File: config.mk
export PLATFORM = sky130hd
export DESIGN_NAME = oac_regs
export DESIGN_NICKNAME = d
export VERILOG_FILES = /design/src/oac_pkg.sv /design/src/oac_serial_slave.sv /design/src/oac_regs.sv
export SDC_FILE = /design/constraint.sdc
export NUM_CORES = 2
export LEC_CHECK = 0
export BUFFER_PORTS_ARGS = -buffer_cell sky130_fd_sc_hd__buf_2
export CORE_MARGIN = 2
export CORE_UTILIZATION = 58
export DETAILED_ROUTE_END_ITERATION = 16
export PLACE_DENSITY = 0.76
export SYNTH_ARGS = -nofsm -noshare
export SYNTH_HDL_FRONTEND = slang
export SYNTH_SLANG_ARGS = --single-unit
File: constraint.sdc
create_clock -name clk_sys -period 7.7 [get_ports clk_sys]
set_input_delay 1.155 -clock clk_sys [delete_from_list [all_inputs] [get_ports clk_sys]]
set_output_delay 1.155 -clock clk_sys [all_outputs]
set_load 0.01 [all_outputs]
File: src/oac_pkg.sv
package oac_pkg;
   // register map
   localparam logic [15:0] OAC_SCAN_ADDR  = 16'h843e;
   localparam logic [15:0] OAC_SRT_ADDR   = 16'h843f;
   localparam logic [15:0] OAC_ATT2_BASE  = 16'h8440;
   localparam logic [15:0] OAC_ATT4_BASE  = 16'h8500;
   localparam int          OAC_ATT2_BYTES = 64;
   localparam int          OAC_ATT4_BYTES = 128;
   // field positions
   localparam int OAC_SCAN_RNG_LSB = 0;
   localparam int OAC_VBLANK_BIT   = 2;
   localparam int OAC_OVR_BIT      = 3;
   localparam int OAC_CLAMP_BIT    = 5;
   localparam int OAC_SWRST_BIT    = 0;
   localparam int OAC_AID_BIT      = 6;
   localparam int OAC_C1_LSB       = 0;
   localparam int OAC_C2_LSB       = 9;
   localparam int OAC_FX_LSB       = 18;
   localparam int OAC_C3_LSB       = 32;
   localparam int OAC_C4_LSB       = 41;
   // reset values and writable-bit masks
   localparam logic [7:0]  OAC_SCAN_RESET = 8'h00;
   localparam logic [7:0]  OAC_SRT_RESET  = 8'h00;
   localparam logic [7:0]  OAC_ATT_RESET  = 8'h00;
   localparam logic [7:0]  OAC_SCAN_MASK  = 8'h2f;
   localparam logic [31:0] OAC_ATT2_MASK  = 32'h003f_ffff;
   localparam logic [63:0] OAC_ATT4_MASK  = 64'h0003_ffff_003f_ffff;
   // timing
   localparam int OAC_CLK_NS       = 50;
   localparam int OAC_SWRST_NS     = 200;
   localparam int OAC_SWRST_CYCLES = (OAC_SWRST_NS + OAC_CLK_NS - 1) / OAC_CLK_NS;
   // serial slave address, value arbitrary
   localparam logic [6:0]  OAC_DEV_ADDR   = 7'h2a;
   // effect codes
   localparam logic [3:0] OAC_FX_NORMAL  = 4'h0;
   localparam logic [3:0] OAC_FX_BLINK   = 4'h1;
   localparam logic [3:0] OAC_FX_SHADOW  = 4'h2;
   localparam logic [3:0] OAC_FX_BORDER  = 4'h3;
   localparam logic [3:0] OAC_FX_RAISED  = 4'h8;
   localparam logic [3:0] OAC_FX_DEPRESS = 4'ha;
   localparam logic [3:0] OAC_FX_HRAISED = 4'hc;
   localparam logic [3:0] OAC_FX_HDEPRES = 4'he;

   typedef struct packed {
      logic [2:0] blue;
      logic [2:0] green;
      logic [2:0] red;
   } oac_colour_t;

   typedef struct packed {
      logic        valid;
      logic [15:0] addr;
      logic [7:0]  data;
   } oac_wr_t;

   typedef struct packed {
      logic blink;
      logic shadow;
      logic border;
      logic box_raised;
      logic box_depressed;
      logic box_heavy;
   } oac_effect_t;

   typedef struct packed {
      logic       valid;
      logic       four_colour;
      logic [3:0] index;
      logic [1:0] pixel;
   } oac_ovl_req_t;
endpackage

File: src/oac_serial_slave.sv
`timescale 1ns/10ps
module oac_serial_slave
   import oac_pkg::*;
(
   input  wire logic        clk_sys,
   input  wire logic        rstn,
   input  wire logic        scl_in,
   input  wire logic        sda_in,
   output wire logic        sda_out,
   output wire logic        sda_oe,
   input  wire logic        addr_autoinc_disable,
   input  wire logic [7:0]  rd_data,
   output wire logic [15:0] cur_addr,
   output oac_wr_t          wr
);
   typedef enum {OAC_ST_IDLE, OAC_ST_RX, OAC_ST_RX_ACK, OAC_ST_TX, OAC_ST_TX_ACK} oac_sstate_t;

   logic        scl_meta_reg, scl_sync_reg, scl_prev_reg;
   logic        sda_meta_reg, sda_sync_reg, sda_prev_reg;
   oac_sstate_t state_reg;
   logic [7:0]  shift_reg;
   logic [3:0]  bit_cnt_reg;
   logic [1:0]  byte_idx_reg;
   logic        is_read_reg;
   logic        master_ack_reg;
   logic        oe_reg;
   logic [15:0] addr_reg;
   oac_wr_t     wr_reg;
   logic        scl_rise, scl_fall, start_seen, stop_seen;

   // pins pass two flops before any decode
   always_ff @(posedge clk_sys or negedge rstn) begin
      if (!rstn) begin
         scl_meta_reg <= 1'b1;
         scl_sync_reg <= 1'b1;
         scl_prev_reg <= 1'b1;
         sda_meta_reg <= 1'b1;
         sda_sync_reg <= 1'b1;
         sda_prev_reg <= 1'b1;
      end else begin
         scl_meta_reg <= scl_in;
         scl_sync_reg <= scl_meta_reg;
         scl_prev_reg <= scl_sync_reg;
         sda_meta_reg <= sda_in;
         sda_sync_reg <= sda_meta_reg;
         sda_prev_reg <= sda_sync_reg;
      end
   end

   assign scl_rise   = scl_sync_reg & ~scl_prev_reg;
   assign scl_fall   = ~scl_sync_reg & scl_prev_reg;
   assign start_seen = scl_sync_reg & scl_prev_reg & sda_prev_reg & ~sda_sync_reg;
   assign stop_seen  = scl_sync_reg & scl_prev_reg & ~sda_prev_reg & sda_sync_reg;

   // protocol engine; only the hard reset touches it, so transfers survive soft reset
   always_ff @(posedge clk_sys or negedge rstn) begin
      if (!rstn) begin
         state_reg      <= OAC_ST_IDLE;
         shift_reg      <= 8'h00;
         bit_cnt_reg    <= 4'h0;
         byte_idx_reg   <= 2'h0;
         is_read_reg    <= 1'b0;
         master_ack_reg <= 1'b0;
         oe_reg         <= 1'b0;
         addr_reg       <= 16'h0000;
         wr_reg         <= '0;
      end else begin
         wr_reg.valid <= 1'b0;
         if (start_seen) begin
            state_reg    <= OAC_ST_RX;
            bit_cnt_reg  <= 4'h0;
            byte_idx_reg <= 2'h0;
            oe_reg       <= 1'b0;
         end else if (stop_seen) begin
            state_reg <= OAC_ST_IDLE;
            oe_reg    <= 1'b0;
         end else begin
            unique case (state_reg)
               OAC_ST_IDLE: begin
               end
               OAC_ST_RX: begin
                  if (scl_rise) begin
                     shift_reg   <= {shift_reg[6:0], sda_sync_reg};
                     bit_cnt_reg <= bit_cnt_reg + 4'h1;
                  end else if (scl_fall && bit_cnt_reg == 4'h8) begin
                     state_reg <= OAC_ST_RX_ACK;
                     oe_reg    <= 1'b1;
                     unique case (byte_idx_reg)
                        2'h0: begin
                           if (shift_reg[7:1] == OAC_DEV_ADDR) begin
                              is_read_reg  <= shift_reg[0];
                              byte_idx_reg <= 2'h1;
                           end else begin
                              state_reg <= OAC_ST_IDLE;
                              oe_reg    <= 1'b0;
                           end
                        end
                        2'h1: begin
                           addr_reg[15:8] <= shift_reg;
                           byte_idx_reg   <= 2'h2;
                        end
                        2'h2: begin
                           addr_reg[7:0] <= shift_reg;
                           byte_idx_reg  <= 2'h3;
                        end
                        2'h3: begin
                           wr_reg.valid <= 1'b1;
                           wr_reg.addr  <= addr_reg;
                           wr_reg.data  <= shift_reg;
                           if (!addr_autoinc_disable)
                              addr_reg <= addr_reg + 16'h0001;
                        end
                     endcase
                  end
               end
               OAC_ST_RX_ACK: begin
                  if (scl_fall) begin
                     bit_cnt_reg <= 4'h0;
                     if (is_read_reg && byte_idx_reg == 2'h1) begin
                        state_reg <= OAC_ST_TX;
                        shift_reg <= rd_data;
                        oe_reg    <= ~rd_data[7];
                     end else begin
                        state_reg <= OAC_ST_RX;
                        oe_reg    <= 1'b0;
                     end
                  end
               end
               OAC_ST_TX: begin
                  if (scl_fall) begin
                     if (bit_cnt_reg == 4'h7) begin
                        state_reg <= OAC_ST_TX_ACK;
                        oe_reg    <= 1'b0;
                     end else begin
                        bit_cnt_reg <= bit_cnt_reg + 4'h1;
                        shift_reg   <= {shift_reg[6:0], 1'b0};
                        oe_reg      <= ~shift_reg[6];
                     end
                  end
               end
               OAC_ST_TX_ACK: begin
                  if (scl_rise) begin
                     master_ack_reg <= ~sda_sync_reg;
                     if (!addr_autoinc_disable)
                        addr_reg <= addr_reg + 16'h0001;
                  end else if (scl_fall) begin
                     bit_cnt_reg <= 4'h0;
                     if (master_ack_reg) begin
                        state_reg <= OAC_ST_TX;
                        shift_reg <= rd_data;
                        oe_reg    <= ~rd_data[7];
                     end else begin
                        state_reg <= OAC_ST_IDLE;
                     end
                  end
               end
            endcase
         end
      end
   end

   // open drain: only ever pulls low
   assign sda_out  = 1'b0;
   assign sda_oe   = oe_reg;
   assign cur_addr = addr_reg;
   assign wr       = wr_reg;
endmodule

File: src/oac_regs.sv
`timescale 1ns/10ps
module oac_regs
   import oac_pkg::*;
(
   input  wire logic        clk_sys,
   input  wire logic        rstn,
   input  wire logic        scl_in,
   input  wire logic        sda_in,
   output wire logic        sda_out,
   output wire logic        sda_oe,
   input  oac_ovl_req_t     ovl_req,
   input  wire logic        blink_phase,
   input  oac_colour_t      video_in,
   input  wire logic        vblank_in,
   input  wire logic        clamp_in,
   output oac_colour_t      ovl_colour,
   output oac_effect_t      ovl_effect,
   output wire logic        ovl_valid,
   output oac_colour_t      video_out,
   output wire logic        clamp_active,
   output wire logic        overlay_only_override,
   output wire logic        vertical_blank_enable,
   output wire logic [1:0]  scan_range,
   output wire logic        soft_reset_busy
);
   logic [7:0]  scan_reg;
   logic        addr_autoinc_disable_reg;
   logic [2:0]  swrst_cnt_reg;
   logic [7:0]  att2_mem [OAC_ATT2_BYTES];
   logic [7:0]  att4_mem [OAC_ATT4_BYTES];
   logic [15:0] cur_addr;
   logic [7:0]  rd_data;
   oac_wr_t     wr;
   logic        swrst_busy;
   logic        clamp_meta_reg, clamp_sync_reg, clamp_active_reg;
   oac_colour_t ovl_colour_reg, video_out_reg;
   oac_effect_t ovl_effect_reg;
   logic        ovl_valid_reg;
   logic [15:0] att2_off, att4_off;
   logic        hit_att2, hit_att4;

   oac_serial_slave u_slave (
      .clk_sys              (clk_sys),
      .rstn                 (rstn),
      .scl_in               (scl_in),
      .sda_in               (sda_in),
      .sda_out              (sda_out),
      .sda_oe               (sda_oe),
      .addr_autoinc_disable (addr_autoinc_disable_reg),
      .rd_data              (rd_data),
      .cur_addr             (cur_addr),
      .wr                   (wr)
   );

   assign swrst_busy = (swrst_cnt_reg != 3'h0);
   assign att2_off   = wr.addr - OAC_ATT2_BASE;
   assign att4_off   = wr.addr - OAC_ATT4_BASE;
   assign hit_att2   = (wr.addr >= OAC_ATT2_BASE) && (att2_off < 16'(OAC_ATT2_BYTES));
   assign hit_att4   = (wr.addr >= OAC_ATT4_BASE) && (att4_off < 16'(OAC_ATT4_BYTES));

   // soft reset sequencer; a new trigger write restarts the count
   always_ff @(posedge clk_sys or negedge rstn) begin
      if (!rstn) begin
         swrst_cnt_reg <= 3'h0;
      end else if (wr.valid && wr.addr == OAC_SRT_ADDR && wr.data[OAC_SWRST_BIT]) begin
         swrst_cnt_reg <= 3'(OAC_SWRST_CYCLES);
      end else if (swrst_busy) begin
         swrst_cnt_reg <= swrst_cnt_reg - 3'h1;
      end
   end

   // auto-increment disable lives in the one register soft reset spares
   always_ff @(posedge clk_sys or negedge rstn) begin
      if (!rstn) begin
         addr_autoinc_disable_reg <= OAC_SRT_RESET[OAC_AID_BIT];
      end else if (wr.valid && wr.addr == OAC_SRT_ADDR) begin
         addr_autoinc_disable_reg <= wr.data[OAC_AID_BIT];
      end
   end

   // scan range and override control; held at default while soft reset runs
   always_ff @(posedge clk_sys or negedge rstn) begin
      if (!rstn) begin
         scan_reg <= OAC_SCAN_RESET;
      end else if (swrst_busy) begin
         scan_reg <= OAC_SCAN_RESET;
      end else if (wr.valid && wr.addr == OAC_SCAN_ADDR) begin
         scan_reg <= wr.data & OAC_SCAN_MASK;
      end
   end

   // attribute tables; reserved bits are not stored so they read as zero
   always_ff @(posedge clk_sys or negedge rstn) begin
      if (!rstn) begin
         for (int i = 0; i < OAC_ATT2_BYTES; i++)
            att2_mem[i] <= OAC_ATT_RESET;
         for (int i = 0; i < OAC_ATT4_BYTES; i++)
            att4_mem[i] <= OAC_ATT_RESET;
      end else if (swrst_busy) begin
         for (int i = 0; i < OAC_ATT2_BYTES; i++)
            att2_mem[i] <= OAC_ATT_RESET;
         for (int i = 0; i < OAC_ATT4_BYTES; i++)
            att4_mem[i] <= OAC_ATT_RESET;
      end else if (wr.valid && hit_att2) begin
         att2_mem[att2_off[5:0]] <= wr.data & OAC_ATT2_MASK[8*att2_off[1:0] +: 8];
      end else if (wr.valid && hit_att4) begin
         att4_mem[att4_off[6:0]] <= wr.data & OAC_ATT4_MASK[8*att4_off[2:0] +: 8];
      end
   end

   // read mux on the slave's current address; unmapped reads as zero
   always_comb begin
      logic [15:0] o2, o4;
      o2      = cur_addr - OAC_ATT2_BASE;
      o4      = cur_addr - OAC_ATT4_BASE;
      rd_data = 8'h00;
      if (cur_addr == OAC_SCAN_ADDR)
         rd_data = scan_reg;
      else if (cur_addr == OAC_SRT_ADDR)
         rd_data = {1'b0, addr_autoinc_disable_reg, 5'h00, swrst_busy};
      else if (cur_addr >= OAC_ATT2_BASE && o2 < 16'(OAC_ATT2_BYTES))
         rd_data = att2_mem[o2[5:0]];
      else if (cur_addr >= OAC_ATT4_BASE && o4 < 16'(OAC_ATT4_BYTES))
         rd_data = att4_mem[o4[6:0]];
   end

   // overlay lookup: index picks an entry, character type picks the table
   always_ff @(posedge clk_sys or negedge rstn) begin
      if (!rstn) begin
         ovl_colour_reg <= '0;
         ovl_effect_reg <= '0;
         ovl_valid_reg  <= 1'b0;
      end else begin
         logic [63:0] ent;
         logic [3:0]  fx;
         logic [1:0]  pix;
         logic        hide;
         for (int b = 0; b < 8; b++) begin
            if (ovl_req.four_colour)
               ent[8*b +: 8] = att4_mem[{ovl_req.index, 3'(b)}];
            else
               ent[8*b +: 8] = (b < 4) ? att2_mem[{ovl_req.index, 2'(b)}] : 8'h00;
         end
         fx   = ent[OAC_FX_LSB +: 4];
         pix  = ovl_req.four_colour ? ovl_req.pixel : {1'b0, ovl_req.pixel[0]};
         // blink hides the foreground in the off phase; odd box codes 9, b, d and f blink too
         hide = (fx == OAC_FX_BLINK || (fx[3] && fx[0])) && !blink_phase;
         if (hide)
            pix = 2'b00;
         unique case (pix)
            2'b00: ovl_colour_reg <= ent[OAC_C1_LSB +: 9];
            2'b01: ovl_colour_reg <= ent[OAC_C2_LSB +: 9];
            2'b10: ovl_colour_reg <= ent[OAC_C3_LSB +: 9];
            2'b11: ovl_colour_reg <= ent[OAC_C4_LSB +: 9];
         endcase
         ovl_effect_reg.blink         <= (fx == OAC_FX_BLINK) ||
                                         (fx[3] && fx[0]);
         ovl_effect_reg.shadow        <= (fx == OAC_FX_SHADOW);
         ovl_effect_reg.border        <= (fx == OAC_FX_BORDER);
         ovl_effect_reg.box_raised    <= fx[3] && ({fx[3:1], 1'b0} == OAC_FX_RAISED ||
                                                   {fx[3:1], 1'b0} == OAC_FX_HRAISED);
         ovl_effect_reg.box_depressed <= fx[3] && ({fx[3:1], 1'b0} == OAC_FX_DEPRESS ||
                                                   {fx[3:1], 1'b0} == OAC_FX_HDEPRES);
         ovl_effect_reg.box_heavy     <= fx[3] && fx[2];
         // overlay lookups abort while soft reset runs
         ovl_valid_reg                <= ovl_req.valid && !swrst_busy;
      end
   end

   // clamp pin is asynchronous, so it is synchronised before the polarity xor
   always_ff @(posedge clk_sys or negedge rstn) begin
      if (!rstn) begin
         clamp_meta_reg   <= 1'b0;
         clamp_sync_reg   <= 1'b0;
         clamp_active_reg <= 1'b0;
      end else begin
         clamp_meta_reg   <= clamp_in;
         clamp_sync_reg   <= clamp_meta_reg;
         clamp_active_reg <= clamp_sync_reg ^ scan_reg[OAC_CLAMP_BIT];
      end
   end

   // video output mux: blanking first, then overlay, then override black, then video
   always_ff @(posedge clk_sys or negedge rstn) begin
      if (!rstn) begin
         video_out_reg <= '0;
      end else if (scan_reg[OAC_VBLANK_BIT] && vblank_in) begin
         video_out_reg <= '0;
      end else if (ovl_valid_reg) begin
         video_out_reg <= ovl_colour_reg;
      end else if (scan_reg[OAC_OVR_BIT]) begin
         video_out_reg <= '0;
      end else begin
         video_out_reg <= video_in;
      end
   end

   assign ovl_colour            = ovl_colour_reg;
   assign ovl_effect            = ovl_effect_reg;
   assign ovl_valid             = ovl_valid_reg;
   assign video_out             = video_out_reg;
   assign clamp_active          = clamp_active_reg;
   assign overlay_only_override = scan_reg[OAC_OVR_BIT];
   assign vertical_blank_enable = scan_reg[OAC_VBLANK_BIT];
   assign scan_range            = scan_reg[OAC_SCAN_RNG_LSB +: 2];
   assign soft_reset_busy       = swrst_busy;
endmodule

==> summary.md <==
| Metric | Value |
|---|---|
| Outcome | finished with violations |
| Failing checks | capacitance limit, slew limit |
| RD Place Congestion | 1.08 |
| I/O pin total | 57 |
| Cell count after synthesis | roughly 6600 |
| DP Wirelength | about 210000 um |
| Initial antenna violation count | 37 |
| Most used cell, CP | a22oi_1 |
| R2R Setup Slk | a little under 3 ns |
| Pin count of the biggest net entering global routing | around 210 |
| H-tree depth | 4 |
| First-pass DRT Iterations | 8 |
| Comb pwr share | 0.190 |
| Critical Path Max Stage Delay | between 0.9 and 1 ns |
| Fin util | 0.641 |
| Final hold vios | 0 |
| Max VDD drop | between 0.2 and 0.25 mV |
| Sequential share of power | 0.413 |
| Clk_skew | around 0.035 ns |
| Avg Synthesized Cell Area | ~12 sq um |
| RSZ-0062 raised after global routing | no |
| First-pass GRT wire length | approximately 450000 um |
| Total of warnings raised by yosys | 0 |
| Clock Sinks | around 1600 |
| Hold Crit Class | input port to asynchronous set/reset pin |
| Most common cell after layout, fill and taps aside | dfrtp_1 |
| Worst slew pin tran | between 1.5 and 2 ns |
| Critical path endpoint | u_slave.sda_oe |
| # setup viols final | 0 |
| FP Rows | approximately 140 |
| Vias in the first global route | roughly 60000 |
| Layout cell share with drive strength beyond 1 | 0.200 |
| GR Overflow Total | 0 |
| # port buffers | 55 |
| Critical path origin | u_slave.cur_addr[0] |
| Most frequent cells in the layout | dfrtp_1, mux4_2, nand2_1 |
| CTS clk-pin slew, worst paths | ~0.06 ns |
| DRC viols | 0 |
| Initial drt markers | roughly 11000 |
| Worst skew pair latency | about 0.85 ns |
| Critical path start-end classification | flop to flop |
| Mapped Nets | ~6600 |
| CTS Hold Bufs | 0 |
| Slew HR | -0.0463 |
| P_int | approximately 0.015 W |
| Total wire length | slightly above 300000 um |
| Lkg Pwr | around 38 nW |
| Worst-path fanout max | between 100 and 150 |
| R2R cell count | 8 |
| DIE HEIGHT | about 380 um |
| Die Width | ~380 um |
| Overall Global Routing Usage | 0.445 |
| Req. time, crit path | between 8 and 9 ns |
| Setup Total Neg Slack | 0 ns |
| CTS tree | done |
| Max reg flops | roughly 1000 |
| Reg-to-reg critical path startpoint | u_slave.cur_addr[0] |
| CP Launch Type | flop |
| Routed Antenna Nets | 0 |
| Clk pwr share | 0.398 |
| CTS buffer count | 170 |
| Sw Pwr | 0.00693 W |
| CTS root buf | clkbuf_16 |
| Fin crit share | 0.614 |
| Worst Hold Slack | ~0.33 ns |
| Pins Over Slew Limit | 11 |
| Fillers | between 10000 and 15000 |
| Die ar. | roughly 140000 sq um |
| Area growth syn-to-layout | 9.47% |
| PwrDens | approximately 250 nW/um^2 |
| Switching Share | 0.312 |
| Critical Path AT | approximately 5.5 ns |
| Post-route minimum period | around 4.7 ns |
| Nets@finish | ~6400 |
| MaxCap Viol Count | 2 |
| Critical path cell sequence | buf_12 > mux4_2 > a22oi_1 > a21boi_0 > o41ai_1 > o311a_1 > a22oi_1 > o22ai_1 |
| Maximum clock insertion buffer count | 3 |
| Max Fclk | between 200 and 250 MHz |
| Core Region | around 140000 sq um |
| PostCTS Resize Cnt | 0 |
| DR vias/cell | 7.58 |
| Post-Syn Area | approximately 81000 sq um |
| Register area | 41100 sq um |
| Initial Util | 0.586 |
| Distinct cells, synth | 70 |
| Multi-input gate area | 37400 sq um |
| Primary FF master, synth | dfrtp_1 |
| Via count | between 60000 and 70000 |
| CP endpoint kind | flop |
| Register area share after synthesis | 0.509 |
| Yosys reg bits | about 1600 |
| FFs w/ async S/R, synth | 1.00 |
| EDFF count, synth | 0 |
| Crit path max-delay cell type | dfrtp_4 |
| Avg WL per Cell | around 37 um |
| Setup bufs post-CTS | 0 |
| Worst r2r dst | u_slave.sda_oe |
-- metal layers --
| metal | up-vias | global-route usage | routed length [um] |
|---|---|---|---|
| met1 | 32100 | 0.583 | 106000 |
| met5 | - | 0.00309 | 347 |
| met4 | 46 | 0.292 | 26200 |
| met3 | 1242 | 0.205 | 51100 |
| li1 | 24200 | - | - |
| met2 | 5677 | 0.596 | 127000 |
-- cell type report --
| type | instances | share of cell area |
|---|---|---|
| antenna | 14 | 0.000397 |
| clock buffer | 246 | 0.0576 |
| tap | 1794 | 0.0254 |
| multi-input combinational | 4375 | 0.424 |
| timing repair buffer | 184 | 0.0176 |
| inverter | 22 | 0.00102 |
| clock inverter | 60 | 0.00935 |
| sequential | 1640 | 0.465 |
-- worst max-delay path: cells and delay by family, from the launching register on --
kind / cells / cell delay, ns
compound gates: 6 / 2.24
buf+inv: 1 / 0.62
mux: 1 / 0.59
flops: 1 / 0.93
-- per-stage QoR --
stage	power, W	cell area (sq um)	setup slack [ns]	std cells
floorplan	0.0119	80700	3.87	6582
global placement	0.0133	82400	2.86	8014
detailed placement	0.0134	82400	2.90	8014
CTS	0.0220	88300	3.15	8320
global route	0.0227	88300	2.87	8321
finish	0.0222	88400	2.98	8335
-- logic make-up after synthesis --
family                     synth area share
DFF                                   0.509
muxes                                 0.232
other                             0.0000465
and+or+nand+nor                       0.124
buffers and inverters                0.0286
adders and majority gates           0.00186
xor gates and xnor gates           0.000326
AOI/OAI and AO/OA                     0.105
-- Yosys cell counts, types with 36 or more instances --
master / count / share of area
a22o_1: 110 / 0.012
and2_1: 513 / 0.040
buf_2: 75 / 0.0047
mux4_2: 769 / 0.21
a21oi_1: 415 / 0.026
clkbuf_1: 360 / 0.017
o21ai_0: 520 / 0.032
mux2i_1: 106 / 0.013
nand2_1: 566 / 0.026
and3_1: 62 / 0.0048
a32o_1: 154 / 0.019
nor2_1: 546 / 0.025
nor3_1: 38 / 0.0024
dfrtp_1: 1634 / 0.51
a22oi_1: 48 / 0.0045
nand3_1: 281 / 0.017
buf_1: 91 / 0.0042
o31ai_1: 36 / 0.0033
-- worst min-delay path by stage --
stage	slack (ns)	endpoint
5_1_grt	0.35	u_slave.scl_sync_reg
3_3_place_gp	0.34	clamp_sync_reg
3_5_place_dp	0.34	clamp_sync_reg
2_1_floorplan	0.33	clamp_sync_reg
4_1_cts	0.36	u_slave.sda_sync_reg
6_report	0.33	swrst_cnt_reg[0]
-- power groups by stage --
stage                     registers [W]  clock network (W)  logic (W)
final                           0.00918            0.00884    0.00422
after detailed placement        0.00931                  0    0.00405
after floorplan                 0.00899                  0    0.00289
after global routing            0.00919            0.00916    0.00433
after CTS                       0.00915            0.00881    0.00406
after global placement          0.00930                  0    0.00402
(Power assumes the default switching activity.)
